--- src/rtl/cdt_regs.svh ---
// Constants of the debug and trace support block: opcodes, vectors, commands and framing.
`ifndef CDT_REGS_SVH
`define CDT_REGS_SVH

// ----------------------------------------------------------------------------
// Opcode decode
// ----------------------------------------------------------------------------
`define CDT_BREAKPOINT_OPCODE_LO       16'h4848
`define CDT_BREAKPOINT_OPCODE_HI       16'h484f
`define CDT_LINEA_NIB     4'ha
`define CDT_LINEF_NIB     4'hf
`define CDT_ENTER_BACKGROUND_OPCODE_OPC      16'h4aff

// ----------------------------------------------------------------------------
// Default exception vector numbers
// ----------------------------------------------------------------------------
`define CDT_VEC_ILLEGAL   8'h04
`define CDT_VEC_TRACE     8'h09
`define CDT_VEC_LINEA     8'h0a
`define CDT_VEC_LINEF     8'h0b
`define CDT_VEC_EXTBKPT   8'h0c

// ----------------------------------------------------------------------------
// Trace mode field encodings
// ----------------------------------------------------------------------------
`define CDT_TRACE_OFF     2'h0
`define CDT_TRACE_FLOW    2'h1
`define CDT_TRACE_ALL     2'h2

// ----------------------------------------------------------------------------
// Serial debug command codes, held in bits 15:12 of a command frame
// ----------------------------------------------------------------------------
`define CDT_CMD_NOP       4'h0
`define CDT_CMD_RREG      4'h1
`define CDT_CMD_WREG      4'h2
`define CDT_CMD_RMEM      4'h3
`define CDT_CMD_WMEM      4'h4
`define CDT_CMD_ADDR      4'h5
`define CDT_CMD_TEST      4'h6
`define CDT_CMD_GO        4'h7

// ----------------------------------------------------------------------------
// Serial framing
// ----------------------------------------------------------------------------
`define CDT_FRAME_BITS    5'h11
`define CDT_ADDR_WORDS    2'h2

`endif

--- src/rtl/cdt_pkg.sv ---
// Types shared by the debug and trace support block.
`default_nettype none
package cdt_pkg;

    // Class of an instruction word as seen by the debug decoder.
    typedef enum logic [2:0] {
        CDT_CLS_NORMAL,
        CDT_CLS_ILLEGAL,
        CDT_CLS_BREAKPOINT_OPCODE,
        CDT_CLS_LINEA,
        CDT_CLS_LINEF,
        CDT_CLS_ENTER_BACKGROUND_OPCODE
    } cdt_class_e;

    // Kind of core access requested by the background debugger.
    typedef enum logic [2:0] {
        CDT_ACC_RREG,
        CDT_ACC_WREG,
        CDT_ACC_RMEM,
        CDT_ACC_WMEM,
        CDT_ACC_TEST
    } cdt_acc_e;

    // States of the serial command engine.
    typedef enum logic [1:0] {
        CDT_SER_CMD,
        CDT_SER_DATA,
        CDT_SER_WAIT
    } cdt_ser_e;

    // One debugger access handed to the core.
    typedef struct packed {
        cdt_acc_e    kind;
        logic [3:0]  index;
        logic [23:0] addr;
        logic [15:0] wdata;
    } cdt_req_s;

endpackage
`default_nettype wire

--- src/rtl/cdt_top.sv ---
// Debug and trace support: tracing, breakpoints, opcode tracking and background debug.
`default_nettype none
`include "cdt_regs.svh"
module cdt_top #(
    parameter logic [7:0] VEC_ILLEGAL = `CDT_VEC_ILLEGAL,
    parameter logic [7:0] VEC_TRACE   = `CDT_VEC_TRACE,
    parameter logic [7:0] VEC_LINEA   = `CDT_VEC_LINEA,
    parameter logic [7:0] VEC_LINEF   = `CDT_VEC_LINEF,
    parameter logic [7:0] VEC_EXTBKPT = `CDT_VEC_EXTBKPT
) (
    // Clock and reset
    input  wire logic                clock_in,
    input  wire logic                nrst_in,
    // Core pipeline events
    input  wire logic                instr_start_in,
    input  wire logic                mid_advance_in,
    input  wire logic                prog_fetch_in,
    input  wire logic                pipe_flush_in,
    // Instruction completion
    input  wire logic                instr_done_in,
    input  wire logic         [15:0] opcode_in,
    input  wire logic                opcode_illegal_in,
    input  wire logic                flow_change_in,
    input  wire logic          [1:0] trace_mode_in,
    // Bus and fault events
    input  wire logic                mem_access_in,
    input  wire logic                double_fault_in,
    input  wire logic                enter_background_opcode_enable_in,
    // External pins
    input  wire logic                ext_breakpoint_opcode_n_in,
    input  wire logic                dbg_sclk_in,
    input  wire logic                dbg_sdi_in,
    output logic                     dbg_sdo_out,
    // Tracking outputs
    output logic                     pipe_advance_out,
    output logic                     instruction_fetch_marker_out,
    // Exception request to the core
    output logic                     exc_valid_out,
    output logic               [7:0] exc_vector_out,
    output logic                     background_out,
    output logic                     halted_out,
    // Debugger access port to the core
    output logic                     dbg_req_valid_out,
    output cdt_pkg::cdt_req_s        dbg_req_out,
    input  wire logic                dbg_ack_in,
    input  wire logic         [15:0] dbg_rdata_in
);
    import cdt_pkg::*;

    // ------------------------------------------------------------------------
    // Pin synchronisation and decode
    // ------------------------------------------------------------------------
    logic [2:0]  pins_s;
    logic        breakpoint_opcode_s;
    logic        sclk_s;
    logic        sdi_s;
    logic        sclk_d1_q;
    logic        sclk_rise;
    cdt_class_e  opc_class;

    cdt_sync #(
        .WIDTH     (3),
        .RESET_VAL (3'h4)
    ) u_sync (
        .clock_in (clock_in),
        .nrst_in  (nrst_in),
        .async_in ({ext_breakpoint_opcode_n_in, dbg_sclk_in, dbg_sdi_in}),
        .sync_out (pins_s)
    );

    cdt_decode u_decode (
        .opcode_in  (opcode_in),
        .illegal_in (opcode_illegal_in),
        .class_out  (opc_class)
    );

    // Synchronised pin levels, breakpoint made active high.
    assign breakpoint_opcode_s    = ~pins_s[2];
    assign sclk_s    = pins_s[1];
    assign sdi_s     = pins_s[0];
    assign sclk_rise = sclk_s & ~sclk_d1_q;

    // Delayed serial clock for edge detection.
    always_ff @(posedge clock_in or negedge nrst_in) begin
        if (!nrst_in) begin
            sclk_d1_q <= 1'b0;
        end else begin
            sclk_d1_q <= sclk_s;
        end
    end

    // ------------------------------------------------------------------------
    // Opcode tracking outputs
    // ------------------------------------------------------------------------
    // Both outputs are one-cycle registered copies of the pipeline events.
    always_ff @(posedge clock_in or negedge nrst_in) begin
        if (!nrst_in) begin
            pipe_advance_out             <= 1'b0;
            instruction_fetch_marker_out <= 1'b0;
        end else begin
            pipe_advance_out             <= instr_start_in | mid_advance_in;
            instruction_fetch_marker_out <= prog_fetch_in | pipe_flush_in;
        end
    end

    // ------------------------------------------------------------------------
    // External breakpoint capture
    // ------------------------------------------------------------------------
    logic breakpoint_opcode_pend_q;
    logic take_breakpoint_opcode;
    logic enter_background_opcode_q;
    logic go_cmd;

    // A breakpoint seen during an access is held until the next boundary.
    assign take_breakpoint_opcode = instr_done_in & breakpoint_opcode_pend_q & ~enter_background_opcode_q;

    always_ff @(posedge clock_in or negedge nrst_in) begin
        if (!nrst_in) begin
            breakpoint_opcode_pend_q <= 1'b0;
        end else if (mem_access_in & breakpoint_opcode_s) begin
            breakpoint_opcode_pend_q <= 1'b1;
        end else if (take_breakpoint_opcode) begin
            breakpoint_opcode_pend_q <= 1'b0;
        end
    end

    // ------------------------------------------------------------------------
    // Exception selection at instruction completion
    // ------------------------------------------------------------------------
    logic       exc_hit;
    logic       to_enter_background_opcode;
    logic [7:0] exc_vec;
    logic       boundary;

    assign boundary = instr_done_in & ~enter_background_opcode_q;

    // Opcode faults win over a pending breakpoint, which wins over trace.
    always_comb begin
        exc_hit = 1'b0;
        to_enter_background_opcode = 1'b0;
        exc_vec = VEC_ILLEGAL;
        if (boundary) begin
            unique case (opc_class)
                CDT_CLS_ILLEGAL: begin
                    exc_hit = 1'b1;
                end
                CDT_CLS_BREAKPOINT_OPCODE: begin
                    to_enter_background_opcode = enter_background_opcode_enable_in;
                    exc_hit = ~enter_background_opcode_enable_in;
                end
                CDT_CLS_LINEA: begin
                    exc_hit = 1'b1;
                    exc_vec = VEC_LINEA;
                end
                CDT_CLS_LINEF: begin
                    exc_hit = 1'b1;
                    exc_vec = VEC_LINEF;
                end
                CDT_CLS_ENTER_BACKGROUND_OPCODE: begin
                    to_enter_background_opcode = enter_background_opcode_enable_in;
                    exc_hit = ~enter_background_opcode_enable_in;
                end
                CDT_CLS_NORMAL: begin
                    if (breakpoint_opcode_pend_q) begin
                        to_enter_background_opcode = enter_background_opcode_enable_in;
                        exc_hit = ~enter_background_opcode_enable_in;
                        exc_vec = VEC_EXTBKPT;
                    end else if (trace_mode_in == `CDT_TRACE_ALL) begin
                        exc_hit = 1'b1;
                        exc_vec = VEC_TRACE;
                    end else if (trace_mode_in == `CDT_TRACE_FLOW) begin
                        exc_hit = flow_change_in;
                        exc_vec = VEC_TRACE;
                    end
                end
            endcase
        end
    end

    // Registered one-cycle exception request.
    always_ff @(posedge clock_in or negedge nrst_in) begin
        if (!nrst_in) begin
            exc_valid_out  <= 1'b0;
            exc_vector_out <= 8'h00;
        end else begin
            exc_valid_out  <= exc_hit;
            exc_vector_out <= exc_hit ? exc_vec : exc_vector_out;
        end
    end

    // ------------------------------------------------------------------------
    // Background and halted state
    // ------------------------------------------------------------------------
    // Entry wins over a resume command arriving in the same cycle.
    always_ff @(posedge clock_in or negedge nrst_in) begin
        if (!nrst_in) begin
            enter_background_opcode_q <= 1'b0;
        end else if (to_enter_background_opcode | (double_fault_in & enter_background_opcode_enable_in)) begin
            enter_background_opcode_q <= 1'b1;
        end else if (go_cmd) begin
            enter_background_opcode_q <= 1'b0;
        end
    end

    // A double fault without background enabled stops the core until reset.
    always_ff @(posedge clock_in or negedge nrst_in) begin
        if (!nrst_in) begin
            halted_out <= 1'b0;
        end else if (double_fault_in & ~enter_background_opcode_enable_in) begin
            halted_out <= 1'b1;
        end
    end

    assign background_out = enter_background_opcode_q;

    // ------------------------------------------------------------------------
    // Serial frame shifter
    // ------------------------------------------------------------------------
    logic [16:0] rx_q;
    logic [16:0] tx_q;
    logic  [4:0] bit_q;
    logic        frame_done;
    logic [15:0] result_q;
    logic        busy;
    cdt_ser_e    ser_q;

    assign frame_done  = sclk_rise && (bit_q == `CDT_FRAME_BITS - 5'h01);
    assign busy        = ~enter_background_opcode_q | (ser_q == CDT_SER_WAIT);
    assign dbg_sdo_out = tx_q[16];

    // Bits shift on each rising serial clock, most significant first.
    always_ff @(posedge clock_in or negedge nrst_in) begin
        if (!nrst_in) begin
            rx_q  <= 17'h00000;
            tx_q  <= 17'h10000;
            bit_q <= 5'h00;
        end else if (frame_done) begin
            rx_q  <= {rx_q[15:0], sdi_s};
            tx_q  <= {busy, result_q};
            bit_q <= 5'h00;
        end else if (sclk_rise) begin
            rx_q  <= {rx_q[15:0], sdi_s};
            tx_q  <= {tx_q[15:0], 1'b0};
            bit_q <= bit_q + 5'h01;
        end
    end

    // ------------------------------------------------------------------------
    // Serial command engine
    // ------------------------------------------------------------------------
    logic [15:0] word;
    logic  [3:0] cmd_q;
    logic  [3:0] idx_q;
    logic  [1:0] left_q;
    logic [23:0] addr_q;
    logic        req_q;

    assign word   = {rx_q[14:0], sdi_s};
    assign go_cmd = frame_done && (ser_q == CDT_SER_CMD) && enter_background_opcode_q &&
                    (word[15:12] == `CDT_CMD_GO);
    assign dbg_req_valid_out = req_q;

    // Commands act only in background; anything else is ignored.
    always_ff @(posedge clock_in or negedge nrst_in) begin
        if (!nrst_in) begin
            ser_q  <= CDT_SER_CMD;
            cmd_q  <= `CDT_CMD_NOP;
            idx_q  <= 4'h0;
            left_q <= 2'h0;
            addr_q <= 24'h000000;
            req_q  <= 1'b0;
        end else begin
            unique case (ser_q)
                CDT_SER_CMD: begin
                    if (frame_done && enter_background_opcode_q) begin
                        cmd_q <= word[15:12];
                        idx_q <= word[3:0];
                        if (word[15:12] == `CDT_CMD_RREG || word[15:12] == `CDT_CMD_RMEM ||
                            word[15:12] == `CDT_CMD_TEST) begin
                            req_q <= 1'b1;
                            ser_q <= CDT_SER_WAIT;
                        end else if (word[15:12] == `CDT_CMD_WREG ||
                                     word[15:12] == `CDT_CMD_WMEM) begin
                            left_q <= 2'h1;
                            ser_q  <= CDT_SER_DATA;
                        end else if (word[15:12] == `CDT_CMD_ADDR) begin
                            left_q <= `CDT_ADDR_WORDS;
                            ser_q  <= CDT_SER_DATA;
                        end
                    end
                end
                CDT_SER_DATA: begin
                    if (frame_done) begin
                        left_q <= left_q - 2'h1;
                        if (cmd_q == `CDT_CMD_ADDR) begin
                            addr_q <= {addr_q[7:0], word};
                            if (left_q == 2'h1) begin
                                ser_q <= CDT_SER_CMD;
                            end
                        end else begin
                            req_q <= 1'b1;
                            ser_q <= CDT_SER_WAIT;
                        end
                    end
                end
                CDT_SER_WAIT: begin
                    if (dbg_ack_in) begin
                        req_q <= 1'b0;
                        ser_q <= CDT_SER_CMD;
                    end
                end
            endcase
        end
    end

    // Request contents, captured with the frame that completes the command.
    always_ff @(posedge clock_in or negedge nrst_in) begin
        if (!nrst_in) begin
            dbg_req_out <= '0;
        end else if (frame_done && ser_q != CDT_SER_WAIT) begin
            dbg_req_out.index <= (ser_q == CDT_SER_CMD) ? word[3:0] : idx_q;
            dbg_req_out.addr  <= addr_q;
            dbg_req_out.wdata <= word;
            unique case ((ser_q == CDT_SER_CMD) ? word[15:12] : cmd_q)
                `CDT_CMD_WREG: dbg_req_out.kind <= CDT_ACC_WREG;
                `CDT_CMD_RMEM: dbg_req_out.kind <= CDT_ACC_RMEM;
                `CDT_CMD_WMEM: dbg_req_out.kind <= CDT_ACC_WMEM;
                `CDT_CMD_TEST: dbg_req_out.kind <= CDT_ACC_TEST;
                default:       dbg_req_out.kind <= CDT_ACC_RREG;
            endcase
        end
    end

    // Read data returned by the core, captured on its acknowledge and sent in the frame after the next frame end.
    always_ff @(posedge clock_in or negedge nrst_in) begin
        if (!nrst_in) begin
            result_q <= 16'h0000;
        end else if (ser_q == CDT_SER_WAIT && dbg_ack_in) begin
            result_q <= dbg_rdata_in;
        end
    end
endmodule
`default_nettype wire

--- src/rtl/cdt_sync.sv ---
// Two flip-flop synchroniser for a group of asynchronous inputs.
`default_nettype none
module cdt_sync #(
    parameter int          WIDTH = 1,
    parameter logic [WIDTH-1:0] RESET_VAL = '0
) (
    // Clock and reset
    input  wire logic             clock_in,
    input  wire logic             nrst_in,
    // Data
    input  wire logic [WIDTH-1:0] async_in,
    output logic      [WIDTH-1:0] sync_out
);

    logic [WIDTH-1:0] meta_q;

    // First stage is read only by the second stage.
    always_ff @(posedge clock_in or negedge nrst_in) begin
        if (!nrst_in) begin
            meta_q   <= RESET_VAL;
            sync_out <= RESET_VAL;
        end else begin
            meta_q   <= async_in;
            sync_out <= meta_q;
        end
    end

endmodule
`default_nettype wire

--- src/rtl/cdt_decode.sv ---
// Classifier of instruction words for breakpoint, line and background opcodes.
`default_nettype none
`include "cdt_regs.svh"
module cdt_decode (
    // Instruction word
    input  wire logic              [15:0] opcode_in,
    input  wire logic                     illegal_in,
    // Result
    output cdt_pkg::cdt_class_e           class_out
);
    import cdt_pkg::*;

    // Breakpoint range first, then the unimplemented lines, then the rest.
    always_comb begin
        if (opcode_in >= `CDT_BREAKPOINT_OPCODE_LO && opcode_in <= `CDT_BREAKPOINT_OPCODE_HI) begin
            class_out = CDT_CLS_BREAKPOINT_OPCODE;
        end else if (opcode_in[15:12] == `CDT_LINEA_NIB) begin
            class_out = CDT_CLS_LINEA;
        end else if (opcode_in[15:12] == `CDT_LINEF_NIB) begin
            class_out = CDT_CLS_LINEF;
        end else if (opcode_in == `CDT_ENTER_BACKGROUND_OPCODE_OPC) begin
            class_out = CDT_CLS_ENTER_BACKGROUND_OPCODE;
        end else if (illegal_in) begin
            class_out = CDT_CLS_ILLEGAL;
        end else begin
            class_out = CDT_CLS_NORMAL;
        end
    end

endmodule
`default_nettype wire

--- config.mk ---
export PLATFORM = sky130hd
export DESIGN_NAME = cdt_top
export DESIGN_NICKNAME = d
export VERILOG_FILES = /design/src/rtl/cdt_pkg.sv /design/src/rtl/cdt_top.sv /design/src/rtl/cdt_sync.sv /design/src/rtl/cdt_decode.sv
export VERILOG_INCLUDE_DIRS = /design/src /design/src/rtl
export SDC_FILE = /design/constraint.sdc
export NUM_CORES = 1
export LEC_CHECK = 0
export BUFFER_PORTS_ARGS = -buffer_cell sky130_fd_sc_hd__buf_2
export CAP_MARGIN = 25
export CORE_ASPECT_RATIO = 0.75
export CORE_MARGIN = 5
export CORE_UTILIZATION = 30
export DETAILED_ROUTE_END_ITERATION = 8
export GPL_ROUTABILITY_DRIVEN = 1
export SETUP_SLACK_MARGIN = 0.5
export SYNTH_ARGS = -nofsm -noshare
export SYNTH_HDL_FRONTEND = slang
export SYNTH_SLANG_ARGS = --single-unit
--- constraint.sdc ---
create_clock -name clock_in -period 6.4 [get_ports clock_in]
set_clock_uncertainty 0.15 [all_clocks]
set_input_delay 1.28 -clock clock_in [delete_from_list [all_inputs] [get_ports clock_in]]
set_output_delay 1.28 -clock clock_in [all_outputs]
set_load 0.005 [all_outputs]
==> metrics <==
largest net degree at the start of global routing=around 100; total routing usage reported by global routing=11.33%; # IOs=112; CTS Buffer Depth=2; final setup vio count=0; core area=0.02124 mm^2; post-layout min period=3.495 ns; crit path launch type=register; Cell Area, Synth=~0.0065 mm^2; Fmax achieved=286.1 MHz; DR pass1 iterations=4; Std-Cell Rows=46; Root Driver=clkbuf_16; leakage=4.112 nW; Worst Path Arrival=3.64 ns; HPWL after DPL=9209 um; hold_sp=u_sync.meta_q[0]; CTS Sinks=154; post-layout util=37.41%; CTS tree=built; layout cells sized above 1=39.02%; Ant. Diodes=0; DIE WIDTH=180.1 um; CP Class=register to register; CP max FO=41; Slew HR=32.91%; Final Power=2.288 mW; Area Growth Syn to Fin=22.04%; Hold EP=u_sync.sync_out[0]; total CTS buffers=17; Synth area leaders=dfrtp_1, mux2_2, nand2_1, a31oi_1, ha_1; Required @ worst endpoint=6.55 ns; Clock Latency Late Sink=0.42 ns; filler cell count=2072; Avg Cell Area, Syn=~12 um^2; R2R Setup Slk=2.90 ns; vias in the first global route=4139; Worst Hold Depth=0; EDFF count, synth=0; initial detailed-routing violation count=316; post-synth top area share=about three fifths; maxcap violations=0; initial antenna violation count=0; CTS H-tree lvls=4; fin crit share=54.61%; worst reg2reg startpoint=sclk_d1_q; initial core utilization=30.65%; Hold-fix buffers, CTS=0; first-pass GRT wire length=22200 um; IR drop worst, VDD=0.1389 mV; Setup Fix Bufs, Post-CTS=0; Yosys top cell by area=dfrtp_1; Seq/Total Area, Yosys=59.25%; die height=137.6 um; Worst-Margin Slew=1.003 ns; status=finished clean; antenna viol nets, final=0; WL final=13410 um; Post-Syn Instances=535; r2r worst-path depth=5; clock slew at reported path FFs=about 0.060 ns; Overflow after GRT=0; worst hold slack=around 0.2 ns; CP Capture Type=register; hold crit path type=register to register; Port Buffer Count=107; Final Hold Viols=0; nets@finish=696; fraction of registers with async set or reset after synthesis=between 90% and 100%; routed vias=4186; vias per cell=4.458; post_cts resized=0; Die ar.=0.02478 mm^2; setup TNS=0 ns; post-synthesis cell type count=57; Synth Warn #=0; RSZ-0062 raised after global routing=no; flop and latch count out of synthesis=154; commonest non-fill, non-tap cell in the layout=dfrtp_1; reg2reg end=dbg_req_out[32]; Primary FF master, synth=dfrtp_1; Placer Congestion=0.7794; most frequent cells in the layout=dfrtp_1, buf_2, mux2_2, nand2_1, nor2_1; DRC=0; fin. max-slew vios=0; Avg WL per Cell=14.28 um; Cell Pwr Density=288.0 mW/mm^2
-- per-layer routing --
metal  track usage, %  vias to the layer above  share of wire [%]
li1                 -                     2055                  -
met1            15.52                     2029                 49
met2            17.15                       89                 44
met3            3.853                       13                5.8
met4            3.401                        0                1.1
met5                0                        -                  0
-- synth_stat cells (all sizes together) (4+ instances only) --
cell / n
inv: 18
mux2: 95
o21a: 4
nand3: 8
o21ai: 6
a21oi: 17
nor2: 24
and2: 4
dfrtp: 151
nand2b: 5
a31oi: 18
ha: 8
o211ai: 4
clkbuf: 8
mux2i: 7
nor2b: 9
buf: 22
nand2: 86
-- metrics by stage --
| stage | cell area [um^2] | cells | setup WS, ns |
|---|---|---|---|
| 3_3_place_gp | 7300 | 905 | 2.484 |
| 5_1_grt | 7945 | 939 | 2.628 |
| 2_1_floorplan | 6521 | 538 | 3.544 |
| 6_report | 7945 | 939 | 2.905 |
| 3_5_place_dp | 7347 | 907 | 2.857 |
| 4_1_cts | 7945 | 939 | 2.844 |
-- kinds of logic (layout without fill, tap and decap cells) --
kind of cell,after synthesis,after routing,share of synthesized area [%]
and+or+nand+nor,155,155,11.03
DFF,154,154,59.25
muxes,102,102,17.68
AOI/OAI and AO/OA,64,64,6.708
buffers and inverters,48,161,3.325
adders and majority gates,8,8,1.538
xor gates and xnor gates,3,3,0.4037
other,1,4,0.05760
-- critical path, stage by stage, from the launching register on --
cell and delay [ns]:
dfrtp_1 0.40, nor2b_4 0.40, buf_12 0.25, and3_1 0.81, nand2_2 0.81, mux2_2 0.53
-- sequential cells by signal, indices dropped and copies added (netlist names), 4 cells and up --
signal,count
dbg_req_out,47
idx_q,4
cmd_q,4
exc_vector_out,4
addr_q,24
bit_q,5
rx_q,15
result_q,16
tx_q,17
-- cell type report --
type	instances	area (um^2)	share of cell area [%]
Clock inverter	9	140.1	1.764
Tap cell	288	360.3	4.535
Sequential cell	154	3857	48.55
Inverter	18	67.56	0.8504
Multi-Input combinational cell	336	2457	30.93
Timing Repair Buffer	111	604.3	7.606
Clock buffer	23	457.9	5.764
-- report_power, final --
group	leakage, nW	switching [mW]	internal (mW)	total, mW
Clock	0.283	0.395	0.629	1.02
Sequential	2.03	0.0551	1.03	1.09
Combinational	1.80	0.0961	0.0814	0.178
Total	4.11	0.546	1.74	2.29
-- worst max path at each step --
stage	cells after the start	endpoint	startpoint
after floorplan	6	exc_vector_out[1]	opcode_in[5]
after global placement	4	addr_q[22]	u_sync.sync_out[1]
after detailed placement	5	dbg_req_out[21]	sclk_d1_q
after CTS	5	dbg_req_out[18]	sclk_d1_q
after global routing	5	dbg_req_out[46]	u_sync.sync_out[1]
final	5	dbg_req_out[32]	sclk_d1_q
Note: power is estimated with default switching activity, not from simulation.
